### src/hdl/ook_tx_defs.vh
// Constants for the one-pin on-off-keyed transmit state control block.
`ifndef OOK_TX_DEFS_VH
`define OOK_TX_DEFS_VH

// ****************************************************************
// Clock and timing
// ****************************************************************
`define CLK_MHZ           50
`define OSC_SETTLE_US     400
`define OSC_SETTLE_CYC    (`OSC_SETTLE_US * `CLK_MHZ)
`define TUNE_LOCK_US      370
`define TUNE_LOCK_CYC     (`TUNE_LOCK_US * `CLK_MHZ)
`define IDLE_STEP_MS      10
`define IDLE_STEP_CYC     (`IDLE_STEP_MS * 1000 * `CLK_MHZ)
`define IDLE_MIN_STEPS    2
`define IDLE_MAX_STEPS    9
`define RAMP_UNIT_US      1
`define RAMP_UNIT_CYC     (`RAMP_UNIT_US * `CLK_MHZ)
`define RAMP_MAX_SEL      11
`define POWER_MIN_DBM     (-10)
`define POWER_MAX_DBM     13
`define LINE_ARM_CYC      5

// ****************************************************************
// Register map (byte addresses)
// ****************************************************************
`define ADDR_CONFIG       12'h000
`define ADDR_STATUS       12'h004
`define ADDR_LEVEL        12'h008
`define ADDR_IDENT        12'h00C

// Configuration fields.
`define CFG_EDGE_BIT      0
`define CFG_IDLE_LSB      4
`define CFG_RAMP_LSB      8
`define CFG_POWER_LSB     16
// Reset: rising start, shortest idle timeout, no ramp, top power code.
`define CFG_RESET         32'h0017_0020
// The identification value is arbitrary.
`define IDENT_VALUE       32'h0000_5A01

// States.
`define ST_SLEEP          2'h0
`define ST_OSC_START      2'h1
`define ST_TUNE           2'h2
`define ST_TRANSMIT       2'h3

`endif

### src/hdl/ook_tx_state_control.v
// One-pin on-off-keyed transmit state control with an APB config port.
// Function
// RL1 - Exactly four states, one at a time.
// RL2 - Sleep powers down all but edge detector.
// RL3 - Start edge enters start-up, oscillator on.
// RL4 - Stay in start-up for 400 us.
// RL5 - Stay in tuning for 370 us.
// RL6 - Amplifier off, data ignored until tuned.
// RL7 - Transmit keys carrier from data line.
// RL8 - Low for idle timeout returns to sleep.
// RL9 - Start edge polarity is selectable.
// RL10 - Rising mode: driver waits out start-up plus tuning.
// RL11 - Falling mode: driver holds line low.
// RL12 - Falling mode: advance once oscillator settled.
// RL13 - Falling mode: driver restores line high afterwards.
// RL14 - Ramp times zero or one to 1024 us.
// RL15 - Ramp zero reaches level at once.
// RL16 - Ramp down lasts as long as up.
// RL17 - Ramp should not exceed half a symbol.
// RL18 - Power -10 to +13 dBm, 1 dB steps.
// RL19 - High data restarts idle timeout.
// RL20 - Configuration held constant while active.
`timescale 1ns/1ps
`include "ook_tx_defs.vh"

module ook_tx_state_control (
    input  wire        pclk,
    input  wire        presetn,
    input  wire        psel,
    input  wire        penable,
    input  wire        pwrite,
    input  wire [11:0] paddr,
    input  wire [31:0] pwdata,
    output reg  [31:0] prdata,
    output reg         pready,
    output reg         pslverr,
    input  wire        data_in,
    output reg         crystal_osc_en,
    output reg         synth_en,
    output reg         output_amplifier_en,
    output reg  [4:0]  output_amplifier_level,
    output reg  [1:0]  state_out
);

    // ************************************************************
    // Data line synchroniser
    // ************************************************************
    reg        sync1_reg;
    reg        sync2_reg;
    reg        sync3_reg;
    reg        line_reg;
    reg        line_prev_reg;
    reg  [2:0] arm_cnt_reg;
    wire       line_armed;

    localparam [2:0] ARM_DONE = `LINE_ARM_CYC;

    // The stages reset low, yet a line that idles high would then look
    // like a rising edge as soon as they fill. Edges are therefore not
    // reported until the stages and the edge register hold the real
    // level. The cost is that a start edge in the first few cycles after
    // reset is missed; a driver has to wait that long anyway.
    assign line_armed = (arm_cnt_reg == ARM_DONE);

    // A change counts only once the second and third stages agree.
    always @(posedge pclk or negedge presetn) begin
        if (!presetn) begin
            sync1_reg     <= 1'b0;
            sync2_reg     <= 1'b0;
            sync3_reg     <= 1'b0;
            line_reg      <= 1'b0;
            line_prev_reg <= 1'b0;
            arm_cnt_reg   <= 3'h0;
        end else begin
            sync1_reg     <= data_in;
            sync2_reg     <= sync1_reg;
            sync3_reg     <= sync2_reg;
            if (sync2_reg == sync3_reg)
                line_reg <= sync3_reg;
            line_prev_reg <= line_reg;
            if (!line_armed)
                arm_cnt_reg <= arm_cnt_reg + 3'h1;
        end
    end

    // ************************************************************
    // Configuration register
    // ************************************************************
    reg  [31:0] config_reg;
    wire [1:0]  state_w;
    wire        cfg_falling = config_reg[`CFG_EDGE_BIT];
    wire [3:0]  cfg_idle    = config_reg[`CFG_IDLE_LSB +: 4];
    wire [3:0]  cfg_ramp    = config_reg[`CFG_RAMP_LSB +: 4];
    wire [4:0]  cfg_power   = config_reg[`CFG_POWER_LSB +: 5];
    wire        apb_write   = psel & penable & pwrite & pready;
    wire        in_sleep    = (state_w == `ST_SLEEP);

    // Legal limits of each field; a written value outside them is pulled
    // to the nearest limit instead of being refused.
    localparam [3:0] IDLE_LO   = `IDLE_MIN_STEPS;
    localparam [3:0] IDLE_HI   = `IDLE_MAX_STEPS;
    localparam [3:0] RAMP_TOP  = `RAMP_MAX_SEL;
    localparam [4:0] POWER_TOP = `POWER_MAX_DBM - `POWER_MIN_DBM;

    // Clamped copies of the written fields.
    wire [3:0]  wr_idle   = pwdata[`CFG_IDLE_LSB +: 4];
    wire [3:0]  wr_ramp   = pwdata[`CFG_RAMP_LSB +: 4];
    wire [4:0]  wr_power  = pwdata[`CFG_POWER_LSB +: 5];
    wire [3:0]  idle_fit  = (wr_idle < IDLE_LO) ? IDLE_LO :
                            (wr_idle > IDLE_HI) ? IDLE_HI : wr_idle;
    wire [3:0]  ramp_fit  = (wr_ramp > RAMP_TOP) ? RAMP_TOP : wr_ramp;
    wire [4:0]  power_fit = (wr_power > POWER_TOP) ? POWER_TOP : wr_power;

    // Writes while a cycle runs are dropped so settings stay fixed.
    // Out-of-range fields are clamped to the nearest legal value.
    always @(posedge pclk or negedge presetn) begin
        if (!presetn) begin
            config_reg <= `CFG_RESET;
        end else if (apb_write && paddr == `ADDR_CONFIG && in_sleep) begin
            config_reg <= 32'h0;
            config_reg[`CFG_EDGE_BIT] <= pwdata[`CFG_EDGE_BIT]; // see RL9
            config_reg[`CFG_IDLE_LSB +: 4]  <= idle_fit;
            config_reg[`CFG_RAMP_LSB +: 4]  <= ramp_fit; // see RL14
            config_reg[`CFG_POWER_LSB +: 5] <= power_fit; // see RL18
        end // see RL20
    end

    // ************************************************************
    // Working state machine
    // ************************************************************
    localparam [1:0] S_SLEEP = `ST_SLEEP;
    localparam [1:0] S_OSC   = `ST_OSC_START;
    localparam [1:0] S_TUNE  = `ST_TUNE;
    localparam [1:0] S_TX    = `ST_TRANSMIT;
    localparam [25:0] OSC_CYC  = `OSC_SETTLE_CYC;
    localparam [25:0] TUNE_CYC = `TUNE_LOCK_CYC;
    localparam [25:0] STEP_CYC = `IDLE_STEP_CYC;

    reg  [1:0]  state_reg;
    reg  [1:0]  state_next;
    reg  [25:0] timer_reg;
    reg  [25:0] timer_next;
    wire [25:0] idle_limit = STEP_CYC * {22'h0, cfg_idle};
    wire        rise_seen  = line_armed & line_reg & ~line_prev_reg;
    wire        fall_seen  = line_armed & ~line_reg & line_prev_reg;
    wire        start_seen = cfg_falling ? fall_seen : rise_seen;

    assign state_w = state_reg;

    // The timer counts cycles within the present state and is cleared on
    // every change of state. Start-up and tuning end on a fixed count;
    // transmit ends only after an unbroken low line of the chosen length.
    // Edges that arrive outside sleep are not looked at, so a busy line
    // cannot restart a cycle that is already running.
    // One state register with four codes keeps exactly one state active.
    always @* begin
        state_next = state_reg; // see RL1
        timer_next = timer_reg + 26'h1;
        case (state_reg)
            S_SLEEP: begin
                timer_next = 26'h0;
                if (start_seen)
                    state_next = S_OSC; // see RL2, RL3
            end
            S_OSC: begin
                if (timer_reg == OSC_CYC - 26'h1) begin
                    state_next = S_TUNE; // see RL4, RL12
                    timer_next = 26'h0;
                end
            end
            S_TUNE: begin
                if (timer_reg == TUNE_CYC - 26'h1) begin
                    state_next = S_TX; // see RL5
                    timer_next = 26'h0;
                end
            end
            S_TX: begin
                if (line_reg) begin
                    timer_next = 26'h0; // see RL19
                end else if (timer_reg == idle_limit - 26'h1) begin
                    state_next = S_SLEEP; // see RL8
                    timer_next = 26'h0;
                end
            end
            default: begin
                state_next = S_SLEEP;
                timer_next = 26'h0;
            end
        endcase
    end

    // State and timer registers; reset puts the block back to sleep.
    always @(posedge pclk or negedge presetn) begin
        if (!presetn) begin
            state_reg <= S_SLEEP;
            timer_reg <= 26'h0;
        end else begin
            state_reg <= state_next;
            timer_reg <= timer_next;
        end
    end

    // ************************************************************
    // Amplifier ramp
    // ************************************************************
    // The ramp walks a fraction counter from zero to full in the
    // configured time and back down in the same time.
    // Settings above the longest ramp never reach here, as writes clamp.
    localparam [5:0] UNIT_LAST = `RAMP_UNIT_CYC - 1;
    reg  [15:0] ramp_pos_reg;
    reg  [5:0]  unit_cnt_reg;
    wire [10:0] ramp_len = (cfg_ramp == 4'h0) ? 11'h0 :
                           (11'h1 << (cfg_ramp - 4'h1));
    wire        key_on   = (state_reg == S_TX) & line_reg; // see RL6, RL7
    wire [15:0] ramp_full = {5'h0, ramp_len};
    wire        unit_tick = (unit_cnt_reg == UNIT_LAST);

    always @(posedge pclk or negedge presetn) begin
        if (!presetn) begin
            ramp_pos_reg <= 16'h0;
            unit_cnt_reg <= 6'h0;
        end else begin
            unit_cnt_reg <= unit_tick ? 6'h0 : unit_cnt_reg + 6'h1;
            if (ramp_len == 11'h0) begin
                ramp_pos_reg <= 16'h0; // see RL15
            end else if (unit_tick) begin
                if (key_on && ramp_pos_reg < ramp_full)
                    ramp_pos_reg <= ramp_pos_reg + 16'h1;
                else if (!key_on && ramp_pos_reg != 16'h0)
                    ramp_pos_reg <= ramp_pos_reg - 16'h1; // see RL16
            end
        end
    end

    // Scale the set level by ramp fraction; zero ramp means full step.
    wire [20:0] scaled = {16'h0, cfg_power} * {5'h0, ramp_pos_reg};
    wire [20:0] level_r = (ramp_len == 11'h0) ? {16'h0, cfg_power} :
                          scaled / {10'h0, ramp_len};
    wire        amp_on  = (ramp_len == 11'h0) ? key_on :
                          (ramp_pos_reg != 16'h0) | key_on;

    // ************************************************************
    // Output flops
    // ************************************************************
    // Every output is a flop fed from the present state, so the pins
    // change one cycle after the state register and never glitch.
    // The level reads zero outside transmit even while a ramp winds down.
    always @(posedge pclk or negedge presetn) begin
        if (!presetn) begin
            crystal_osc_en         <= 1'b0;
            synth_en               <= 1'b0;
            output_amplifier_en    <= 1'b0;
            output_amplifier_level <= 5'h0;
            state_out              <= S_SLEEP;
        end else begin
            crystal_osc_en         <= (state_reg != S_SLEEP); // see RL3
            synth_en               <= (state_reg == S_TUNE) |
                                      (state_reg == S_TX);
            output_amplifier_en    <= amp_on & (state_reg == S_TX);
            output_amplifier_level <= (state_reg == S_TX) ?
                                      level_r[4:0] : 5'h0; // see RL18
            state_out              <= state_reg;
        end
    end

    // ************************************************************
    // APB slave: one wait state, error on unmapped address
    // ************************************************************
    // Every access takes one wait state: pready rises in the cycle after
    // the first access cycle and stands for one cycle only. Read data is
    // registered with it, so no combinational path runs from paddr to
    // prdata. An unmapped offset answers with pslverr rather than data.
    always @(posedge pclk or negedge presetn) begin
        if (!presetn) begin
            pready  <= 1'b0;
            pslverr <= 1'b0;
            prdata  <= 32'h0;
        end else if (psel && penable && !pready) begin
            pready  <= 1'b1;
            pslverr <= 1'b0;
            prdata  <= 32'h0;
            case (paddr)
                `ADDR_CONFIG: prdata <= config_reg;
                `ADDR_STATUS: prdata <= {24'h0, 1'b0, line_reg,
                                         amp_on, 3'h0, state_reg};
                `ADDR_LEVEL:  prdata <= {27'h0, output_amplifier_level};
                `ADDR_IDENT:  prdata <= `IDENT_VALUE;
                default:      pslverr <= 1'b1;
            endcase
        end else begin
            pready  <= 1'b0;
            pslverr <= 1'b0;
        end
    end

endmodule

### config.mk
export PLATFORM = sky130hd
export DESIGN_NAME = ook_tx_state_control
export DESIGN_NICKNAME = d
export VERILOG_FILES = /design/src/hdl/ook_tx_state_control.v
export VERILOG_INCLUDE_DIRS = /design/src /design/src/hdl
export SDC_FILE = /design/constraint.sdc
export NUM_CORES = 1
export LEC_CHECK = 0
export BUFFER_PORTS_ARGS = -buffer_cell sky130_fd_sc_hd__buf_4
export CORE_UTILIZATION = 60
export CTS_BUF_LIST = sky130_fd_sc_hd__clkbuf_8
export CTS_CLUSTER_SIZE = 25
export DETAILED_ROUTE_END_ITERATION = 7
export PLACE_DENSITY = 0.78
export SKIP_LAST_GASP = 1
export SLEW_MARGIN = 15
export SYNTH_ARGS = -nofsm -noshare
export SYNTH_HDL_FRONTEND = slang
export SYNTH_SLANG_ARGS = --single-unit
### constraint.sdc
create_clock -name pclk -period 65.9 [get_ports pclk]
set_input_delay 6.59 -clock pclk [delete_from_list [all_inputs] [get_ports pclk]]
set_output_delay 6.59 -clock pclk [all_outputs]
set_load 0.01 [all_outputs]
---- Word-level counts from Yosys, hierarchy flattened ----
Cells that the tools add are included.
cells by class
  div/mod/pow operators ................... 1
  bitwise logic cells ..................... 13
  magnitude comparators ................... 5
  reduce and logical (&&, ||, !) cells .... 19
  equal/unequal tests ..................... 17
  shift operators ......................... 1
  $mul .................................... 2
  $add $sub $neg .......................... 7
  multiplexer cells ....................... 29
operators with widths
  kind                                                                   count
  26-bit 2-to-1 mux                                                      4
  26-bit one-hot mux with 4 select lines                                 1
  21-bit one-hot mux with 4 select lines                                 1
  16-bit 2-to-1 mux                                                      4
  26-bit by 15-bit == test with 1-bit output (second input constant)     2
  26-bit by 1-bit adder with 26-bit output (second input constant)       1
  26-bit == test                                                         1
  12-bit by 4-bit == test with 1-bit output (second input constant)      2
  23-bit by 1-bit subtractor with 24-bit output (second input constant)  1
  21-bit by 11-bit divider with 21-bit output                            1
  5-bit by 16-bit multiplier with 21-bit output                          1
  14-bit by 4-bit multiplier with 18-bit output (first input constant)   1
  16-bit by 1-bit adder with 16-bit output (second input constant)       1
  16-bit by 11-bit less-than comparator with 1-bit output                1
  16-bit nonzero test                                                    1
  16-bit by 1-bit subtractor with 16-bit output (second input constant)  1
  5-bit 2-to-1 mux                                                       3
  12-bit by 3-bit == test with 1-bit output (second input constant)      1
  12-bit logical NOT                                                     1
  4-bit 2-to-1 mux                                                       3
  11-bit logical NOT                                                     1
  11-bit 2-to-1 mux                                                      1
  1-bit by 4-bit << shifter with 11-bit output (first input constant)    1
  2-bit 2-to-1 mux                                                       5
  other kinds (28)                                                       54
storage, ports and cells
  bits in registers ....................... 116

---- Longest topological paths before layout ----
Gate-level depths: netlist of run 1.
  depth after elaboration ................. 8
  mapped depth ............................ 259
  gate-level depth less buffers ........... 239

---- Worst setup path after synthesis of run 1 ----
OpenSTA, ideal clock, no wires.
  kind .................................... reg2reg
  start ................................... reg config_reg[20]
  end ..................................... reg output_amplifier_level[0]
  setup slack ............................. 17,617 ps
  stages on the path, launching flop included .. 244
  data required time ...................... 65,776 ps
  data arrival time ....................... 48,159 ps
  path through ............................ dfstp_2 clkbuf_1 clkbuf_1 and2_1 fa_1 fa_1 inv_1 fa_1 inv_1 ha_1 or2_2 o2111ai_1 a21oi_1 nor2_1 o21ai_0 o21a_1 nor2_1 xnor2_1 [208 not listed] a31oi_1 nand4_1 mux2_2 nor2_1 and4_1 clkbuf_1 o21ai_0 ha_1 nor2b_1 o21a_1 o21ai_0 nand2b_1 a21oi_1 o21ai_0 a21o_1 a2111oi_0 a41oi_1 a211o_1
between the ends
  longest elaborated chain between the ends .. 4
ends and longest elaborated chain
  what                                           RTL line                    text
  from (decl)                                    ook_tx_state_control.v:89   reg [31:0] config_reg;
  from (signal assigned)                         ook_tx_state_control.v:118  config_reg <= `CFG_RESET;
  from (signal, indexed assignment)              ook_tx_state_control.v:121  config_reg[`CFG_EDGE_BIT] <= pwdata[`CFG_EDGE_BIT];
  from (signal, indexed assignment)              ook_tx_state_control.v:122  config_reg[`CFG_IDLE_LSB +: 4] <= idle_fit;
  5-bit by 16-bit multiplier with 21-bit output  ook_tx_state_control.v:236  wire [20:0] scaled = {16'h0, cfg_power} * {5'h0, ramp_pos_reg};
  21-bit by 11-bit divider with 21-bit output    ook_tx_state_control.v:238  scaled / {10'h0, ramp_len};
  5-bit 2-to-1 mux                               ook_tx_state_control.v:237  wire [20:0] level_r = (ramp_len == 11'h0) ? {16'h0, cfg_power} :
  5-bit 2-to-1 mux                               ook_tx_state_control.v:260  output_amplifier_level <= (state_reg == S_TX) ?
  to (signal assigned)                           ook_tx_state_control.v:260
  to (decl)                                      ook_tx_state_control.v:41   output reg [4:0] output_amplifier_level,
No other way between the ends.
A chain may end at the register's enable or synchronous reset.

---- Worst setup path in the final report of run 1 ----
  start ................................... reg config_reg[18]
  end ..................................... reg output_amplifier_level[0]
Same word-level chain as after synthesis.

==> results of run 1 <==
==> worst max-delay path by stage <==
stage	startpoint	cells after the start	slack [ps]	end
final	config_reg[18]	226	8750	output_amplifier_level[0]
after global routing	config_reg[20]	225	4700	output_amplifier_level[0]
after CTS	config_reg[20]	226	9740	output_amplifier_level[0]
after detailed placement	config_reg[18]	225	9960	output_amplifier_level[0]
after global placement	config_reg[18]	225	11340	output_amplifier_level[0]
after floorplan	config_reg[20]	243	17620	output_amplifier_level[0]
==> routing by layer <==
layer	vias to the layer above	global-route usage, %	wire [um]
li1	8994	-	-
met1	8657	39.7	22400
met2	515	54.2	24200
met3	102	2.38	2090
met4	0	9.98	1380
met5	-	0	0
==> Yosys cell counts (all sizes together) (9+ instances only) <==
cell type and instances:
ha 260, nor2 227, nand2 223, a21oi 158, o21ai 140, inv 121, dfrtp 97, nor3 97
xnor2 96, o21a 92, and2 83, nand3 75, xor2 65, a21o 57, clkbuf 56, fa 48
o31ai 48, nor2b 39, buf 34, or3 33, nand4 32, mux2 31, nand2b 27, or2 22
nor4 21, and3 20, mux2i 19, o21bai 18, a31oi 16, o211ai 16, a22o 12, and4 10
a211oi 9, nand3b 9, o211a 9
==> cell families (layout without fill, tap and decap cells) <==
| logic type | after synthesis | after routing | synth area share, % |
|---|---|---|---|
| other | 1 | 13 | 0.0197 |
| buffers and inverters | 211 | 211 | 4.71 |
| AND/OR/NAND/NOR | 952 | 952 | 24.9 |
| adder cells (fa/ha/maj) | 309 | 309 | 22.2 |
| XOR/XNOR | 161 | 161 | 7.41 |
| multiplexers | 50 | 50 | 2.92 |
| flip-flops | 102 | 102 | 13.4 |
| AO/OA/AOI/OAI | 681 | 681 | 24.4 |
==> area by class of cell <==
cell class	instances	area share, %
repair buffers	74	2.79
multi-input cells	2166	78.6
inverters	121	2.28
well taps	396	2.49
clock buffers	9	0.623
clock inverters	7	0.333
flip-flops and latches	102	12.9
==> per-stage QoR <==
step	hold WS, ps	setup WS, ps
6_report	366	8750
5_1_grt	376	4700
4_1_cts	371	9740
3_5_place_dp	345	9960
3_3_place_gp	340	11340
2_1_floorplan	331	17620
==> flow_summary_export.csv, run 1 <==
group,metric,value,unit
run_status,outcome,"completed",
place,gp_congestion,0.926,
grt,antenna_found_initial,0,
worst_setup_path,r2r_start,"config_reg[18]",
final_layout,final_common_cell,"ha_1",
grt,grt_pass1_vias,17600,
final_layout,stdcell_area,19900,um^2
sta,slew_violations,0,
sta,post-route-min-period,57150,ps
floorplanning,die_h,180,um
synth,synth_edf_count,0,
final_layout,final_cell_mix,"ha_1 (260), nor2_1 (226), nand2_1 (222)",
route,drcViolationCount,0,
worst_setup_path,cp-end-kind,"flop",
cts,cts_sinks,102,
worst_setup_path,rrSetupSlack,8750,ps
floorplanning,dieArea,32400,um^2
worst_setup_path,critPathMaxStageDelay,960,ps
synth,syn_area,19000,um^2
cts,cts_setup_buffers,0,
floorplanning,start_util,61.6,%
synth,yosys_warnings,0,
synth,yosys_register_bits,102,
sta,setup_violations,0,
final_layout,largest_reg_flops,26,
synth,synthTopCellsByArea,"ha_1 (17%), dfrtp_1 (13%), fa_1 (5.0%), nor2_1 (4.5%), xnor2_1 (4.4%)",
worst_setup_path,arrival,57430,ps
floorplanning,die-width,180,um
sta,min_period_over_period,86.7,%
worst_setup_path,required,66180,ps
sta,hold_viol,0,
worst_setup_path,cp_top_family,"compound AO/OA/AOI/OAI gates",
cts,clk_path_buf_depth,2,
sta,final.setup.tns,0,ps
route,detail-route-antenna-nets,0,
synth,syn_area_per_cell,7.72,um^2
final_layout,diodes,0,
synth,synth_flop_cell,"dfrtp_1",
sta,slew_headroom,16.4,%
route,drt_iter0_drc,1401,
synth,synth.distinct_cells,104,
worst_setup_path,path_class,"flop to flop",
cts,clkSlewWorstSetupHoldPaths,110,ps
place,dp_cells,2859,
min_path,hold_path_end,"sync2_reg",
final_layout,fillerInstances,2681,
route,routed_wl,50000,um
worst_setup_path,worst-path-buf-inv,6,
worst_setup_path,critPathSlowestCell,"a311oi_1",
min_path,hold_path_depth,0,
final_layout,multi_input_area,15600,um^2
worst_setup_path,rr_endpoint,"output_amplifier_level[0]",
sta,rsz0062_at_grt,"false",
synth,synth_top_area_share,17.1,%
final_layout,nNetsFinal,2832,
route,vias_per_cell,6.35,
final_layout,fin_cells,2875,
route,vias,18300,
cts,clock-root-buffer,"clkbuf_8",
grt,grt_usage,30.7,%
place,postPlaceCellArea,19700,um^2
floorplanning,core_region_area,30900,um^2
cts,ctsResizeCount,0,
cts,postCtsHoldBufs,0,
worst_setup_path,path_common_cell,"o21a_1",
synth,synthCells,2467,
cts,cts_buffers,9,
final_layout,post-route-util,64.4,%
cts,htreeDepth,3,
min_path,hp-start,"sync1_reg",
synth,async_flop_share,100,%
final_layout,regArea,2560,um^2
route,dr.pass1.iters,5,
place,dpl.hpwl,39000,um
sta,worst_slew_pin_slew,1250,ps
cts,clk_latency,400,ps
job,drv_cap,0,
sta,fin_skew,17.2,ps
synth,ys_seq_area_share,13.4,%
sta,fmax,17.5,MHz
min_path,min_path_type,"flop to flop",
worst_setup_path,start_kind,"flop",
worst_setup_path,ff2ff_path_depth,226,
worst_setup_path,cp_max_fo,25,
route,drt-wirelength-per-cell,17.4,um
floorplanning,num_rows,64,
cts,cts_tree,"built",
synth,yosysTopAreaCell,"ha_1",
grt,grt_max_degree,55,
grt,grt_pass1_wl,84100,um
final_layout,synthToLayoutAreaGrowth,4.50,%
place,io_buffers,62,
floorplanning,io_pins,94,
grt,grt_overflow,0,
final_layout,drive_above_1_share,7.75,%
Power of run 1 is not shown: default switching activity piles up to over one toggle a cycle in this logic, so the estimate is an artifact.
==> inputs of run 2 (changes only) <==
--- a/config.mk
+++ b/config.mk
@@ -12,6 +12,8 @@
 export CTS_CLUSTER_SIZE = 25
 export DETAILED_ROUTE_END_ITERATION = 7
 export PLACE_DENSITY = 0.78
+export RECOVER_POWER = 100
+export SKIP_CTS_REPAIR_TIMING = 1
 export SKIP_LAST_GASP = 1
 export SLEW_MARGIN = 15
 export SYNTH_ARGS = -nofsm -noshare
==> flow_summary_export.csv, run 2 (synthesis results as in run 1) <==
group,metric,value,unit
floorplanning,core_region_area,30900,um^2
final_layout,post-route-util,63.8,%
grt,grt_max_degree,55,
floorplanning,io_pins,94,
route,dr.pass1.iters,6,
grt,grt_overflow,0,
route,drt_iter0_drc,1382,
worst_setup_path,cp_max_fo,25,
grt,use_met3,2.38,%
place,pre_cts_slack,9960,ps
worst_setup_path,arrival,59350,ps
final_layout,synthToLayoutAreaGrowth,3.60,%
sta,final.setup.tns,0,ps
place,postPlaceCellArea,19700,um^2
worst_setup_path,critPathSlowestCell,"o31ai_1",
run_status,violations,"max-capacitance violations, max-slew violations",
worst_setup_path,path_class,"flop to flop",
grt,grt_usage,30.7,%
grt,antenna_found_initial,0,
route,vias_per_cell,6.33,
sta,fin_skew,17.4,ps
grt,grt_pass1_wl,84100,um
worst_setup_path,path_common_cell,"o21a_1",
sta,fmax,16.9,MHz
sta,min_period_over_period,89.6,%
cts,clk_path_buf_depth,2,
floorplanning,num_rows,64,
sta,slew_violations,151,
worst_setup_path,cp-end-kind,"flop",
min_path,min_path_type,"flop to flop",
grt,grtUsageMet1,39.7,%
route,drt-wirelength-per-cell,17.4,um
final_layout,drive_above_1_share,6.05,%
cts,htreeDepth,3,
route,routed_wl,50000,um
final_layout,nNetsFinal,2832,
sta,finalWorstSetupSlack,6840,ps
job,drv_cap,4,
floorplanning,die_h,180,um
grt,top_usage_layer,"met2",
place,dpl.hpwl,39000,um
worst_setup_path,critPathMaxStageDelay,1130,ps
final_layout,final_cell_mix,"ha_1 (260), nor2_1 (227), nand2_1 (222)",
worst_setup_path,required,66180,ps
cts,clkSlewWorstSetupHoldPaths,110,ps
route,drcViolationCount,0,
floorplanning,die-width,180,um
sta,worst_slew_pin_slew,3060,ps
final_layout,fillerInstances,2725,
final_layout,largest_reg_flops,26,
cts,clock-root-buffer,"clkbuf_8",
grt,grt_pass1_vias,17600,
final_layout,stdcell_area,19700,um^2
sta,setup_violations,0,
place,io_buffers,62,
cts,clk_latency,400,ps
grt,use_met2,54.2,%
worst_setup_path,start_kind,"flop",
route,detail-route-antenna-nets,0,
run_status,outcome,"finished, violations left",
cts,cts_sinks,102,
floorplanning,dieArea,32400,um^2
cts,cts_buffers,9,
place,gp_congestion,0.926,
final_layout,diodes,0,
route,vias,18200,
final_layout,final_common_cell,"ha_1",
sta,hold_viol,0,
sta,rsz0062_at_grt,"false",
cts,cts_tree,"built",
sta,slew_headroom,-106,%
sta,post-route-min-period,59060,ps
floorplanning,start_util,61.6,%
==> run 2: worst paths after layout <==
check	depth (start not counted)	to	from	slack (ps)
min	0	sync2_reg	sync1_reg	370
min reg2reg	0	sync2_reg	sync1_reg	370
max	226	output_amplifier_level[0]	config_reg[20]	6840
max reg2reg	226	output_amplifier_level[0]	config_reg[20]	6840
max in group asynchronous	2	timer_reg[7]	presetn	55250
min in group asynchronous	1	timer_reg[18]	presetn	6990
==> run 2: critical path, delay by kind of cell, from the launching register on <==
family                   cells  cell delay, ps
AND/OR/NAND/NOR             66           15870
adder cells (fa/ha/maj)     25            8740
flip-flops                   1             880
AO/OA/AOI/OAI              125           31490
multiplexers                 3            1060
XOR/XNOR                     1             140
buffers and inverters        6             600
==> run 2: metrics by stage <==
step	instances	hold WS [ps]
2_1_floorplan	2479	331
3_3_place_gp	2859	340
3_5_place_dp	2859	345
4_1_cts	2875	371
5_1_grt	2875	376
6_report	2875	366
==> run 2: cell type report <==
| class | count | area (um^2) | share of cell area (%) |
|---|---|---|---|
| repair buffers | 74 | 420 | 2.13 |
| clock buffers | 9 | 124 | 0.628 |
| inverters | 121 | 454 | 2.30 |
| well taps | 396 | 495 | 2.51 |
| multi-input cells | 2166 | 15600 | 79.1 |
| clock inverters | 7 | 66.3 | 0.336 |
| flip-flops and latches | 102 | 2560 | 13.0 |
==> run 2: metal layers <==
layer  part of all wire (%)  vias to the layer above
met5                      0                        -
met4                    2.8                        0
met3                    3.6                      104
met2                     48                      480
met1                     45                     8611
li1                       -                     8993
Power of run 2 is left out for the same reason.
==> inputs of run 3 (changes only) <==
--- a/config.mk
+++ b/config.mk
@@ -6,6 +6,7 @@
 export SDC_FILE = /design/constraint.sdc
 export NUM_CORES = 1
 export LEC_CHECK = 0
+export ABC_AREA = 1
 export BUFFER_PORTS_ARGS = -buffer_cell sky130_fd_sc_hd__buf_4
 export CORE_UTILIZATION = 60
 export CTS_BUF_LIST = sky130_fd_sc_hd__clkbuf_8
==> flow_summary_export.csv, run 3 <==
group,metric,value,unit
final_layout,largest_reg_flops,26,
sta,min_period_over_period,76.4,%
floorplanning,start_util,61.3,%
synth,synth_top_area_share,17.3,%
floorplanning,die_h,179,um
min_path,hold_path_depth,0,
final_layout,final_cell_mix,"nand2_1 (630), inv_1 (462), ha_1 (260)",
worst_setup_path,rr_endpoint,"output_amplifier_level[0]",
worst_setup_path,rrSetupSlack,15550,ps
place,dpl.hpwl,36400,um
worst_setup_path,path_class,"flop to flop",
final_layout,nNetsFinal,3212,
place,gp_congestion,0.920,
worst_setup_path,ff2ff_path_depth,296,
worst_setup_path,start_kind,"flop",
cts,cts_sinks,102,
floorplanning,num_rows,64,
sta,setup_violations,0,
grt,grt_pass1_vias,17000,
final_layout,final_common_cell,"nand2_1",
sta,rsz0062_at_grt,"false",
grt,grt_overflow,0,
run_status,violations,"max-capacitance violations, max-slew violations",
cts,clk_latency,390,ps
synth,syn_area_per_cell,6.67,um^2
final_layout,post-route-util,64.0,%
synth,synth_common_cells,"nand2_1 (630), inv_1 (460), ha_1 (260)",
grt,grt_usage,28.7,%
worst_setup_path,critPathSlowestCell,"o21ai_0",
final_layout,synthToLayoutAreaGrowth,4.41,%
min_path,hold_path_end,"sync2_reg",
sta,slew_headroom,-181,%
worst_setup_path,path_common_cell,"nand2_1",
cts,clk_path_buf_depth,2,
floorplanning,core_region_area,30700,um^2
run_status,outcome,"finished, violations left",
cts,cts_tree,"built",
cts,cts_buffers,9,
job,drv_cap,2,
route,routed_wl,44700,um
worst_setup_path,cp_top_family,"compound AO/OA/AOI/OAI gates",
sta,worst_slew_pin_slew,4220,ps
synth,synthTopCellsByArea,"ha_1 (17%), dfrtp_1 (13%), nand2_1 (13%), inv_1 (9.2%), xor2_1 (5.4%)",
synth,synth_edf_count,0,
synth,synth.distinct_cells,64,
sta,fmax,19.9,MHz
synth,yosys_warnings,0,
synth,yosys_register_bits,102,
sta,post-route-min-period,50350,ps
route,vias_per_cell,5.50,
route,drt_iter0_drc,902,
route,vias,17900,
floorplanning,dieArea,32000,um^2
sta,worst_hold_slack,358,ps
cts,clkSlewWorstSetupHoldPaths,100,ps
sta,fin_skew,15.6,ps
synth,synth_flop_cell,"dfrtp_1",
sta,slew_violations,99,
synth,synth.most_common_cell,"nand2_1",
worst_setup_path,worst-path-buf-inv,57,
grt,antenna_found_initial,0,
min_path,hp-start,"sync1_reg",
min_path,min_path_type,"flop to flop",
worst_setup_path,critPathMaxStageDelay,1150,ps
route,dr.pass1.iters,7,
route,drt-wirelength-per-cell,13.7,um
grt,grt_max_degree,82,
sta,final.setup.tns,0,ps
final_layout,diodes,0,
worst_setup_path,cp-end-kind,"flop",
place,io_buffers,62,
grt,grt_pass1_wl,76600,um
floorplanning,io_pins,94,
floorplanning,die-width,179,um
cts,htreeDepth,3,
synth,syn_area,18800,um^2
worst_setup_path,required,66170,ps
sta,hold_viol,0,
synth,synthCells,2819,
worst_setup_path,arrival,50630,ps
synth,ys_seq_area_share,13.6,%
final_layout,drive_above_1_share,6.86,%
route,drcViolationCount,0,
synth,yosysTopAreaCell,"ha_1",
final_layout,fillerInstances,2868,
worst_setup_path,cp_max_fo,21,
cts,clock-root-buffer,"clkbuf_8",
worst_setup_path,r2r_start,"config_reg[19]",
route,detail-route-antenna-nets,0,
synth,async_flop_share,100,%
## run 3: cell count changes after synthesis, moves of 39 or more
cell | before | now
inv_1 | 120 | 460
and2_1 | 82 | 3
nor2b_1 | 39 | 0
nand3_1 | 74 | 146
nand2_1 | 222 | 630
nor2_1 | 226 | 182
o21a_1 | 92 | 2
xor2_1 | 65 | 115
nor3_1 | 96 | 45
## run 3: layout make-up
class                           instances  area (um^2)  area share (%)
Clock inverter                          7         72.6           0.370
Timing Repair Buffer                   74          424            2.16
Tap cell                              396          495            2.52
Clock buffer                            9          124           0.631
Inverter                              487         1830            9.33
Sequential cell                       102         2560            13.0
Multi-Input combinational cell       2180        14100            71.9
## run 3: kinds of logic (layout without fill, tap and decap cells)
| group | count (synthesis) | after routing | synth area share [%] |
|---|---|---|---|
| other | 1 | 13 | 0.0200 |
| XOR/XNOR | 184 | 184 | 8.57 |
| AO/OA/AOI/OAI | 463 | 463 | 14.2 |
| buffers and inverters | 549 | 577 | 11.5 |
| AND/OR/NAND/NOR | 1211 | 1211 | 29.6 |
| adder cells (fa/ha/maj) | 309 | 309 | 22.5 |
| flip-flops | 102 | 102 | 13.6 |
## run 3: how the worst max path moves through the flow
stage | startpoint | end | slack (ps) | depth (start not counted)
after global placement | config_reg[19] | output_amplifier_level[0] | 19340 | 299
after floorplan | config_reg[20] | output_amplifier_level[0] | 23640 | 317
final | config_reg[19] | output_amplifier_level[0] | 15550 | 296
after global routing | config_reg[19] | output_amplifier_level[0] | 9510 | 297
after detailed placement | config_reg[19] | output_amplifier_level[0] | 17880 | 297
after CTS | config_reg[19] | output_amplifier_level[0] | 17720 | 295
## run 3: stage by stage
step                      cells  worst slack, ps  cell area [um^2]
after floorplan            2831            23640             18800
after global placement     3239            19340             19600
after detailed placement   3239            17880             19600
after CTS                  3255            17720             19800
after global routing       3255             9510             19600
final                      3255            15550             19600
## run 3: metal layers
| metal | part of all wire (%) | vias up | wire length [um] | track usage (%) |
|---|---|---|---|---|
| met3 | 3.2 | 95 | 1450 | 2.84 |
| met5 | 0 | - | 0 | 0 |
| met1 | 46 | 8299 | 20500 | 36.8 |
| li1 | - | 9199 | - | - |
| met2 | 48 | 324 | 21400 | 50.4 |
| met4 | 3.0 | 0 | 1330 | 8.90 |
Power of run 3 is left out for the same reason.
